$ cat src/hdl/ovh_port_params.svh
// Timing counts and reset values of the serial overhead port.
// Assumes the system clock runs at 10 MHz and the fifo depth is a power of two.
`ifndef OVH_PORT_PARAMS_SVH
`define OVH_PORT_PARAMS_SVH

// System clock period in nanoseconds.
`define SYS_CLK_PERIOD_NS 100
// Overhead clock period in nanoseconds.
`define OVH_CLK_PERIOD_NS 800
// System clocks per overhead clock, rounded down.
`define OVH_CLK_CYCLES (`OVH_CLK_PERIOD_NS / `SYS_CLK_PERIOD_NS)
// Divider counter reset value.
`define OVH_DIV_RST 3'h0
// Receive fifo depth in words.
`define OVH_FIFO_DEPTH 4

`endif

$ cat src/hdl/ovh_port_pkg.sv
// Types shared by the serial overhead port and its bench.
// Assumes ovh_port_params.svh holds all numeric constants.
package ovh_port_pkg;

  // Framing modes; none means clear channel, the port is idle.
  typedef enum logic [2:0] {
    FMT_NONE,
    FMT_T3_CBIT,
    FMT_T3_M23,
    FMT_E3_G751,
    FMT_E3_G832
  } fmt_t;

  // One overhead bit with its start-of-sequence flag.
  typedef struct packed {
    logic first;
    logic value;
  } ovh_bit_t;

  // Polarity inversion controls, one per overhead port signal.
  typedef struct packed {
    logic tx_data;
    logic tx_en;
    logic tx_clk;
    logic tx_start;
    logic rx_data;
    logic rx_clk;
    logic rx_start;
  } ovh_inv_t;

endpackage

$ cat src/hdl/ovh_fifo.sv
// Small flip-flop fifo with valid and ready on both sides.
// Assumes DEPTH is a power of two so the pointers wrap naturally.
module ovh_fifo #(
  parameter int WIDTH = 2,
  parameter int DEPTH = 4
) (
  // Clock and reset
  input  wire logic             clk,
  input  wire logic             srst,
  // Fill side
  input  wire logic             in_valid,
  input  wire logic [WIDTH-1:0] in_data,
  output logic                  in_ready,
  // Drain side
  output logic                  out_valid,
  output logic [WIDTH-1:0]      out_data,
  input  wire logic             out_ready
);

  localparam int PW = $clog2(DEPTH);

  typedef struct packed {
    logic [DEPTH-1:0][WIDTH-1:0] mem;
    logic [PW-1:0]               wr;
    logic [PW-1:0]               rd;
    logic [PW:0]                 cnt;
  } fifo_state_t;

  fifo_state_t st_reg;
  fifo_state_t st_next;
  logic        push;
  logic        pop;

  // Honest full and empty flags from the occupancy count.
  assign in_ready  = st_reg.cnt != (PW+1)'(DEPTH);
  assign out_valid = st_reg.cnt != '0;
  assign out_data  = st_reg.mem[st_reg.rd];
  assign push      = in_valid && in_ready;
  assign pop       = out_valid && out_ready;

  // Pointer and count update; push and pop may happen together.
  always_comb begin
    st_next = st_reg;
    if (push) begin
      st_next.mem[st_reg.wr] = in_data;
      st_next.wr             = st_reg.wr + 1'b1;
    end
    if (pop) begin
      st_next.rd = st_reg.rd + 1'b1;
    end
    if (push && !pop) begin
      st_next.cnt = st_reg.cnt + 1'b1;
    end else if (pop && !push) begin
      st_next.cnt = st_reg.cnt - 1'b1;
    end
  end

  // State register.
  always_ff @(posedge clk) begin
    if (srst) begin
      st_reg <= '0;
    end else begin
      st_reg <= st_next;
    end
  end

endmodule

$ cat src/hdl/tdm_overhead_port.sv
// Serial overhead insertion and extraction port of one framer port.
// Assumes the framer offers one overhead bit slot at a time on the transmit
// side and pushes received overhead bits into the receive side; the external
// overhead logic runs on the overhead clocks this block drives.
`include "ovh_port_params.svh"

module tdm_overhead_port (
  // Clock and reset
  input  wire logic                  clk,
  input  wire logic                  srst,
  // Configuration
  input  wire ovh_port_pkg::fmt_t     framing_mode,
  input  wire ovh_port_pkg::ovh_inv_t pol_invert,
  // Framer transmit side: generated overhead bit in, merged bit out
  input  wire ovh_port_pkg::ovh_bit_t tx_gen_bit,
  input  wire logic                  tx_gen_valid,
  output logic                       tx_gen_ready,
  output ovh_port_pkg::ovh_bit_t      tx_merged_bit,
  output logic                       tx_merged_valid,
  // Framer receive side: received overhead bits in
  input  wire ovh_port_pkg::ovh_bit_t rx_ext_bit,
  input  wire logic                  rx_ext_valid,
  output logic                       rx_ext_ready,
  // Transmit overhead pins
  input  wire logic                  tx_ovh_data_in,
  input  wire logic                  tx_ovh_bit_enable,
  output logic                       tx_ovh_clk_out,
  output logic                       tx_ovh_seq_start,
  // Receive overhead pins
  output logic                       rx_ovh_data_out,
  output logic                       rx_ovh_clk_out,
  output logic                       rx_ovh_seq_start
);
  import ovh_port_pkg::*;

  ////////////////////////////////////////////////////////////////////////////
  // Constants and state

  // Divider terminal count and the count at which the clock goes high.
  localparam logic [2:0] DIV_LAST = 3'(`OVH_CLK_CYCLES - 1);
  localparam logic [2:0] DIV_HALF = 3'(`OVH_CLK_CYCLES / 2);

  typedef struct packed {
    logic [2:0] div_cnt;
    logic       ovh_clk;
    logic       d_meta;
    logic       d_sync;
    logic       e_meta;
    logic       e_sync;
    logic       pend_valid;
    logic       pend_first;
    logic       pend_bit;
    logic       tx_start;
    logic       out_valid;
    logic       out_first;
    logic       out_bit;
    logic       rx_data;
    logic       rx_start;
  } port_state_t;

  localparam port_state_t ST_RST = '{div_cnt: `OVH_DIV_RST, default: 1'b0};

  port_state_t st_reg;
  port_state_t st_next;
  logic        fmt_on;
  logic        fall;
  logic        data_s;
  logic        en_s;
  logic        fifo_valid;
  ovh_bit_t    fifo_bit;

  ////////////////////////////////////////////////////////////////////////////
  // Derived strobes

  // The port works only while a framing mode is selected.
  assign fmt_on = framing_mode != FMT_NONE;
  // One-cycle pulse in the cycle before the overhead clock falls.
  assign fall   = fmt_on && (st_reg.div_cnt == DIV_LAST);
  // Synchronised pin inputs with their polarity removed.
  assign data_s = st_reg.d_sync ^ pol_invert.tx_data;
  assign en_s   = st_reg.e_sync ^ pol_invert.tx_en;
  // The framer's next overhead slot is taken at each falling edge.
  assign tx_gen_ready = fall;

  ////////////////////////////////////////////////////////////////////////////
  // Receive buffer

  // Received overhead bits wait here; the framer stalls when it is full.
  ovh_fifo #(
    .WIDTH($bits(ovh_bit_t)),
    .DEPTH(`OVH_FIFO_DEPTH)
  ) rx_buf (
    .clk      (clk),
    .srst     (srst),
    .in_valid (rx_ext_valid),
    .in_data  (rx_ext_bit),
    .in_ready (rx_ext_ready),
    .out_valid(fifo_valid),
    .out_data (fifo_bit),
    .out_ready(fall)
  );

  ////////////////////////////////////////////////////////////////////////////
  // Next state

  // Divider, pin sampling, transmit merge and receive shift-out.
  always_comb begin
    st_next           = st_reg;
    st_next.d_meta    = tx_ovh_data_in;
    st_next.d_sync    = st_reg.d_meta;
    st_next.e_meta    = tx_ovh_bit_enable;
    st_next.e_sync    = st_reg.e_meta;
    st_next.out_valid = 1'b0;
    if (!fmt_on) begin
      // Clear channel: port idle, framer bits pass untouched elsewhere.
      st_next.div_cnt    = `OVH_DIV_RST;
      st_next.ovh_clk    = 1'b0;
      st_next.pend_valid = 1'b0;
      st_next.tx_start   = 1'b0;
      st_next.rx_data    = 1'b0;
      st_next.rx_start   = 1'b0;
    end else begin
      // Slow overhead clock divided from the system clock.
      st_next.div_cnt = fall ? `OVH_DIV_RST : st_reg.div_cnt + 3'h1;
      st_next.ovh_clk = st_next.div_cnt >= DIV_HALF;
      if (fall) begin
        // Close the bit that ran since the last fall, sampled at this edge.
        if (st_reg.pend_valid) begin
          st_next.out_valid = 1'b1;
          st_next.out_first = st_reg.pend_first;
          // Enabled bits come from the pin, others keep the framer value.
          st_next.out_bit = en_s ? data_s : st_reg.pend_bit;
        end
        // Open the next bit; the marker flags the first slot of a sequence.
        st_next.pend_valid = tx_gen_valid;
        st_next.pend_first = tx_gen_valid && tx_gen_bit.first;
        st_next.pend_bit   = tx_gen_bit.value;
        st_next.tx_start   = tx_gen_valid && tx_gen_bit.first;
        // Shift out one received bit per clock, whatever its kind.
        st_next.rx_data  = fifo_valid && fifo_bit.value;
        st_next.rx_start = fifo_valid && fifo_bit.first;
      end
    end
  end

  // State register.
  always_ff @(posedge clk) begin
    if (srst) begin
      st_reg <= ST_RST;
    end else begin
      st_reg <= st_next;
    end
  end

  ////////////////////////////////////////////////////////////////////////////
  // Outputs

  // Pins leave the flops through their own polarity control.
  assign tx_ovh_clk_out   = st_reg.ovh_clk ^ pol_invert.tx_clk;
  assign tx_ovh_seq_start = st_reg.tx_start ^ pol_invert.tx_start;
  assign rx_ovh_clk_out   = st_reg.ovh_clk ^ pol_invert.rx_clk;
  assign rx_ovh_data_out  = st_reg.rx_data ^ pol_invert.rx_data;
  assign rx_ovh_seq_start = st_reg.rx_start ^ pol_invert.rx_start;
  // Merged transmit bit back to the framer.
  assign tx_merged_valid       = st_reg.out_valid;
  assign tx_merged_bit.first   = st_reg.out_first;
  assign tx_merged_bit.value   = st_reg.out_bit;

  ////////////////////////////////////////////////////////////////////////////
  // Assertions

  // Transmit marker moves only with a falling overhead clock.
  tx_start_edge_a: assert property (@(posedge clk) disable iff (srst)
    $changed(st_reg.tx_start) && fmt_on |-> $past(fall) && !st_reg.ovh_clk)
    else $error("transmit start marker changed away from a falling edge");

  // Receive outputs move only with a falling overhead clock.
  rx_out_edge_a: assert property (@(posedge clk) disable iff (srst)
    ($changed(st_reg.rx_data) || $changed(st_reg.rx_start)) && fmt_on
      |-> $past(fall) && !st_reg.ovh_clk)
    else $error("receive outputs changed away from a falling edge");

  // One falling edge per eight system clocks.
  fall_spacing_a: assert property (@(posedge clk) disable iff (srst)
    fall |=> (!fall)[*7])
    else $error("overhead clock falls too often");

  // Overhead clock stays high four cycles once it rises.
  clk_high_time_a: assert property (@(posedge clk) disable iff (srst)
    $rose(st_reg.ovh_clk) |-> (st_reg.ovh_clk || !fmt_on)[*4])
    else $error("overhead clock high phase too short");

  // Enabled bits take the sampled pin value.
  tx_insert_a: assert property (@(posedge clk) disable iff (srst)
    fall && st_reg.pend_valid && en_s
      |=> st_reg.out_valid && (st_reg.out_bit == $past(data_s)))
    else $error("enabled overhead bit not taken from pin");

  // Disabled bits keep the framer value.
  tx_keep_a: assert property (@(posedge clk) disable iff (srst)
    fall && st_reg.pend_valid && !en_s
      |=> st_reg.out_valid && (st_reg.out_bit == $past(st_reg.pend_bit)))
    else $error("disabled overhead bit lost its framer value");

  // Pins are sampled only at a falling edge.
  tx_sample_time_a: assert property (@(posedge clk) disable iff (srst)
    st_reg.out_valid |-> $past(fall))
    else $error("transmit bit closed away from a falling edge");

  // A marked first slot shows the marker and closes eight clocks later as first.
  tx_seq_first_a: assert property (@(posedge clk) disable iff (srst)
    fall && tx_gen_valid && tx_gen_bit.first
      |=> st_reg.tx_start ##8 (st_reg.out_valid && st_reg.out_first) || !fmt_on)
    else $error("transmit sequence start misplaced");

  // A first received bit raises the receive marker at the falling edge.
  rx_seq_first_a: assert property (@(posedge clk) disable iff (srst)
    fall && fifo_valid && fifo_bit.first |=> st_reg.rx_start && !st_reg.ovh_clk)
    else $error("receive start marker missing");

  // Nothing moves on the pins while the port is idle.
  idle_quiet_a: assert property (@(posedge clk) disable iff (srst)
    !fmt_on |=> !st_reg.ovh_clk && !st_reg.tx_start && !st_reg.rx_data && !st_reg.rx_start)
    else $error("overhead pins moved while the port is idle");

  // Overhead clock stays low four cycles once it falls.
  clk_low_time_a: assert property (@(posedge clk) disable iff (srst)
    $fell(st_reg.ovh_clk) && fmt_on |-> (!st_reg.ovh_clk)[*4])
    else $error("overhead clock low phase too short");

  // The sampling strobe lines up with the falling overhead clock.
  clk_fall_edge_a: assert property (@(posedge clk) disable iff (srst)
    fall |=> $fell(st_reg.ovh_clk) || !fmt_on)
    else $error("sampling strobe away from the clock fall");

  // A popped received bit is what the data pin shows next.
  rx_data_source_a: assert property (@(posedge clk) disable iff (srst)
    fall && fifo_valid |=> st_reg.rx_data == $past(fifo_bit.value))
    else $error("receive data pin lost the popped bit");

  // An empty buffer at a fall leaves both receive outputs low.
  rx_empty_zero_a: assert property (@(posedge clk) disable iff (srst)
    fall && !fifo_valid |=> !st_reg.rx_data && !st_reg.rx_start)
    else $error("receive outputs not cleared on an empty slot");

  // Only a first received bit raises the receive marker.
  rx_marker_first_a: assert property (@(posedge clk) disable iff (srst)
    fall && fifo_valid && !fifo_bit.first |=> !st_reg.rx_start)
    else $error("receive marker raised on a later bit");

  // The first flag of a slot travels with its merged bit.
  tx_first_carry_a: assert property (@(posedge clk) disable iff (srst)
    fall && st_reg.pend_valid |=> st_reg.out_first == $past(st_reg.pend_first))
    else $error("first flag lost on the merged bit");

  // An empty slot produces no merged bit, so payload is never touched.
  tx_empty_slot_a: assert property (@(posedge clk) disable iff (srst)
    fall && !st_reg.pend_valid |=> !st_reg.out_valid)
    else $error("merged bit produced for an empty slot");

  // The transmit marker drops when the new slot is not a first bit.
  tx_marker_clear_a: assert property (@(posedge clk) disable iff (srst)
    fall && !(tx_gen_valid && tx_gen_bit.first) |=> !st_reg.tx_start)
    else $error("transmit marker held past the first slot");

  // A merged bit is handed back for one cycle only.
  merged_pulse_a: assert property (@(posedge clk) disable iff (srst)
    st_reg.out_valid |=> !st_reg.out_valid)
    else $error("merged bit valid for more than one cycle");

  // The enable pin reaches the merge through exactly two flops.
  en_sync_path_a: assert property (@(posedge clk) disable iff (srst)
    !$past(srst) && !$past(srst, 2) |-> en_s == ($past(tx_ovh_bit_enable, 2) ^ pol_invert.tx_en))
    else $error("enable pin path is not two flops deep");

  // The data pin reaches the merge through exactly two flops.
  data_sync_path_a: assert property (@(posedge clk) disable iff (srst)
    !$past(srst) && !$past(srst, 2) |-> data_s == ($past(tx_ovh_data_in, 2) ^ pol_invert.tx_data))
    else $error("data pin path is not two flops deep");

endmodule

$ cat config.mk
export PLATFORM = sky130hd
export DESIGN_NAME = tdm_overhead_port
export DESIGN_NICKNAME = d
export VERILOG_FILES = /design/src/hdl/ovh_port_pkg.sv /design/src/hdl/ovh_fifo.sv /design/src/hdl/tdm_overhead_port.sv
export VERILOG_INCLUDE_DIRS = /design/src /design/src/hdl
export SDC_FILE = /design/constraint.sdc
export NUM_CORES = 1
export LEC_CHECK = 0
export BUFFER_PORTS_ARGS = -buffer_cell sky130_fd_sc_hd__buf_4
export CAP_MARGIN = 40
export CORE_ASPECT_RATIO = 0.5
export CORE_MARGIN = 2
export CORE_UTILIZATION = 35
export CTS_BUF_LIST = sky130_fd_sc_hd__clkbuf_4
export DETAILED_ROUTE_END_ITERATION = 10
export PLACE_DENSITY = 0.58
export SETUP_SLACK_MARGIN = 0.4
export SLEW_MARGIN = 20
export SYNTH_ARGS = -nofsm -noshare
export SYNTH_HDL_FRONTEND = slang
export SYNTH_SLANG_ARGS = --single-unit
$ cat constraint.sdc
create_clock -name clk -period 2.2 [get_ports clk]
set_clock_uncertainty 0.1 [all_clocks]
set_input_delay 0.33 -clock clk [delete_from_list [all_inputs] [get_ports clk]]
set_output_delay 0.33 -clock clk [all_outputs]
set_load 0.005 [all_outputs]
Yosys cells after proc, flatten, opt, wreduce, memory -nomap -nowiden
Cells that the tools add are included.
Word-level totals
  register bits after elaboration: 32
  logic and storage cells: 70
Operators by class
  $add $sub $neg: 5
  order comparisons: 4
  eq/ne operators: 2
  muxes and demuxes: 10
  bitwise operators: 9
  reductions and logical operators: 18
Operators with widths (number)
  $mux 3: 4
  $logic_and 1x1->1: 9
  $bwmux 8: 1
  $xor 1x1->1: 7
  $add 3x1->3 const B: 2
  $lt 2x3->1 const B: 2
  $reduce_bool 3->1: 2
  $add 2x1->2 const B: 2
  $bmux 2 s2: 1
  $demux 2 s2: 1
  $mux 2: 2
  $eq 3x3->1 const B: 1
  $ge 3x3->1 const B: 1
  $ne 3x3->1 const B: 1
  $reduce_and 3->1: 1
  $reduce_or 3->1: 1
  $sub 3x1->3 const B: 1
  $ge 2x1->1 const B: 1
  $logic_not 1->1: 2
  $not 1->1: 2
  $reduce_and 2->1: 1
  $reduce_bool 2->1: 1
  $reduce_or 2->1: 1
  $mux 1: 1

Depth between registers and ports, before layout
  depth after elaboration: 6
  gate-level depth with buffers: 11

Modules after synthesis
A second synthesis with hierarchy kept.
Second synthesis, totals
  cell total of the unflattened synthesis: 138
  area, all modules: 1416.4 µm²
Modules (own cells, without submodules)
  ovh_fifo: instances 1, cells each 73, area an instance 777.0 µm², sequential area each 300.3 µm²
  tdm_overhead_port: instances 1, cells each 65, area an instance 639.4 µm², sequential area each 320.3 µm²

Least setup slack after synthesis
No wires, ideal clock.
  path kind: register to register
  from: register st_reg[14] (netlist name)
  to: register rx_buf.st_reg[2] (netlist name)
  library setup time: 0.071 ns
  arrival: 2.182 ns
  data required time: 2.029 ns
  setup slack: -0.153 ns
  stages on the path, launching flop included: 12
  path buffers: 0
  clock period less this slack: 2.353 ns
  path through: dfxtp_1 -> ha_1 -> ha_1 -> o31ai_4 -> inv_4 -> nand2_1 -> ha_1 -> inv_1 -> fa_1 -> xor2_1 -> or3_1 -> a21oi_1
Between the ends
  word-level cells in the longest chain between the ends: 6
  elaborated cells on any way between the ends: 8
  those cells by class: 1 x eq/ne; 1 x mux; 6 x reduce/logical
Ends and longest elaborated chain
  from (decl): line tdm_overhead_port.sv:63  | port_state_t st_reg;
  from (signal assigned): line tdm_overhead_port.sv:151  | st_reg <= st_next;
  $eq 3x3->1 (*): line tdm_overhead_port.sv:78  | assign fall = fmt_on && (st_reg.div_cnt == DIV_LAST);
  $logic_and 1x1->1 (*): line tdm_overhead_port.sv:78
  named net tx_gen_ready: line tdm_overhead_port.sv:17  | output logic tx_gen_ready,
  $logic_and 1x1->1 (*): line ovh_fifo.sv:39  | assign pop = out_valid && out_ready;
  $logic_not 1->1: line ovh_fifo.sv:51  | if (push && !pop) begin
  $logic_and 1x1->1: line ovh_fifo.sv:51
  $mux 3 / $reduce_bool 2->1 (equally long branches)
  to (signal assigned): line ovh_fifo.sv:63  | st_reg <= st_next;
  to (decl): line ovh_fifo.sv:29  | fifo_state_t st_reg;
The timed path passes the listed nets; every way through them passes the cells marked *.
A chain may end at the register's enable or synchronous reset.

Worst setup path in the final report
  from: register st_reg[14] (netlist name)
  to: register rx_buf.st_reg[2] (netlist name)
Between the ends
  word-level cells in the longest chain between the ends: 6
  elaborated cells on any way between the ends: 8
  those cells by class: 1 x eq/ne; 1 x mux; 6 x reduce/logical
Ends and longest elaborated chain (line)
  $eq 3x3->1 (*): tdm_overhead_port.sv:78
  $logic_and 1x1->1 (*): tdm_overhead_port.sv:78
  $logic_and 1x1->1 (*): ovh_fifo.sv:39
  $logic_not 1->1: ovh_fifo.sv:51
  $logic_and 1x1->1: ovh_fifo.sv:51
  $mux 3 / $reduce_bool 2->1 (equally long branches)
Mark *: on every way between the ends. The rest lies on a longest branch, timed or not.

==> out/metrics.csv <==
metric;value;unit
max_stage_delay;0.34;ns
synthesis.nets;171;
syn_avg_cell_area;9.913;sq um
track_usage;13.37;%
max_slew_margin;67.91;%
p_int;879.5;uW
clock_path_buffers;2;
multiInputGateArea;803.3;sq um
io_pins;30;
insertion_delay;0.32;ns
crit_fanout;2;
via_per_inst;4.574;
vias;1084;
switching_power;333.1;uW
die_y;49;um
wl_per_cell;11.65;um
grt_pass1_wl;4623;um
cap_viol_max_count;0;
slew_violations;0;
syn-instance-count;143;
worstSetupPathType;reg -> reg;
syn2layout_area_growth;31.86;%
cp.arrival;2.28;ns
clock_power_share;25.1;%
clk_pin_slew_worst_paths;0.09;ns
rows;16;
rsz0062_at_grt;yes;
critical_path_required;2.37;ns
grt-ovfl-total;0;
async_flop_share;0;%
peakVddDrop;186.4;uV
grt_pass1_vias;1034;
whs;0.1184;ns
slowest_stage;dfxtp_2;
gp_congestion;0.7157;
syn_area;1418;sq um
io_buffers;29;
seqPwrFrac;50.9;%
drt-initial-drc-count;33;
clock-sinks;31;
start_util;36.31;%
synth_seq_cells;31;
cts-root-buf;clkbuf_4;
synthTopCellsByCount;dfxtp_1, nand2b_1, a21oi_1, mux2i_1, nand3_1;
synth_area_leader_cell;dfxtp_1;
grt_max_degree;31;
drive_above_1_share;34.97;%
endpoint_kind;flop;
ant_nets;0;
setup_violations;0;
drc;0;
hold_viol_final;0;
cts_tree;built;
cts_inserted_buffers;5;
fin_crit;2.109;ns
cts_max_level;2;
fin_crit_sh;95.85;%
dpl.cell_count;225;
swShare;27.47;%
yosysMostFrequentCell;dfxtp_1;
cts_hold_buf;0;
register_area;624.3;sq um
dieWidth;94.01;um
largest_reg_flops;15;
power.density;648.7;nW/um^2
max_freq;0.4742;GHz
holdCritPathClass;in -> reg;
die-area;4606;sq um
dp_hpwl;2033;um
dr.pass1.iters;4;
n_antenna_cell;0;
p_comb_share;24.1;%
crit_buf_inv;2;
utilization;47.88;%
instances_no_fill;237;
synth_area_leaders;dfxtp_1, mux2i_1, ha_1;
worst_setup_path_start_kind;flop;
synth_top_area_share;43.78;%
ys_seq_area_share;43.78;%
yosysWarnings;0;
cp_top_family;adder cells;
status;completed;
drt-total-wl;2762;um
antenna_found_initial;0;
nets;212;
worst_pin_slew;0.4739;ns
crit_top_cell;ha_4;
ys.flop_type;dfxtp_1;
core;3904;sq um
power.leakage;0.8164;nW
worstPathCellList;ha_4 > ha_4 > o31ai_4 > inv_4 > nand2_4 > ha_4 > inv_2 > fa_2 > xor2_1 > or3_1 > a21oi_2;
synth.distinct_cells;29;
synth_edf_count;0;
fillers;375;
==> per-stage QoR <==
step | setup TNS (ns) | total power [mW] | setup slack (ns) | instance area, sq um
2_1_floorplan | 0 | 0.7758 | 0.09487 | 1468
3_3_place_gp | 0 | 0.8781 | 0.08257 | 1760
3_5_place_dp | 0 | 0.8835 | 0.04475 | 1760
4_1_cts | 0 | 1.210 | 0.08284 | 1832
5_1_grt | -0.02079 | 1.293 | -0.02079 | 1869
6_report | 0 | 1.213 | 0.09131 | 1869
==> cell families after synthesis <==
family          after synthesis  share of synthesized area, %
compound gates               16                         7.238
xor+xnor                      9                         5.561
fa+ha+maj                     8                         7.590
buf+inv                      13                         4.148
flops                        31                         43.78
mux                          14                         11.83
simple gates                 52                         19.86
==> placed cells by master (no fill, tap or decap), types with 3 or more instances in the layout <==
master,instances
dfxtp_1,28
dfxtp_2,3
buf_4,40
inv_1,4
nand3_1,10
clkbuf_4,6
nor2b_1,6
a21oi_1,9
nor2_1,6
ha_4,3
mux2i_1,10
xor2_1,9
ha_1,4
nand2_1,7
o21ai_0,3
nand2b_1,12
==> worst register-to-register path, delay by kind of cell, from the launching register on <==
family	cells	cell delay (ns)
AO/OA/AOI/OAI	2	0.20
adder cells (fa/ha/maj)	4	0.78
buffers and inverters	2	0.09
flip-flops	1	0.34
XOR/XNOR	1	0.15
AND/OR/NAND/NOR	2	0.40
==> per-layer routing <==
metal | up-vias | track usage, % | share of wire [%]
met4 | 0 | 7.246 | 1.7
met3 | 5 | 4.173 | 4.3
met5 | - | 0 | 0
met2 | 19 | 18.81 | 43
met1 | 496 | 18.20 | 51
li1 | 564 | - | -
==> layout make-up <==
class / count / area share (%)
clock buffers: 6 / 2.410
flip-flops and latches: 31 / 33.40
well taps: 54 / 3.614
inverters: 7 / 1.539
multi-input cells: 99 / 42.97
repair buffers: 40 / 16.06
==> power by group through the flow <==
stage               Sequential (mW)  Clock [mW]  Combinational [mW]
floorplan                     0.631           0               0.144
global placement              0.627           0               0.251
detailed placement            0.629           0               0.255
CTS                           0.617       0.321               0.272
global route                  0.622       0.347               0.324
finish                        0.617       0.304               0.292
==> timing repair <==
action	CTS	global route
buffers inserted	2	4
endpoints found under the hold margin	0	0
endpoints found under the setup margin	4	4
pin swaps	2	3
resized for setup	2	3
==> worst paths after layout <==
kind / from / to / slack [ns] / cells past startpoint
hold / removal: tx_ovh_bit_enable / st_next[9] / 0.12 / 2
setup reg to reg: st_reg[14] / rx_buf.st_reg[2] / 0.09 / 11
hold reg to reg: st_reg[14] / st_reg[14] / 0.34 / 1
setup / recovery: st_reg[14] / rx_buf.st_reg[2] / 0.09 / 11
Note: power is estimated with default switching activity, not from simulation.
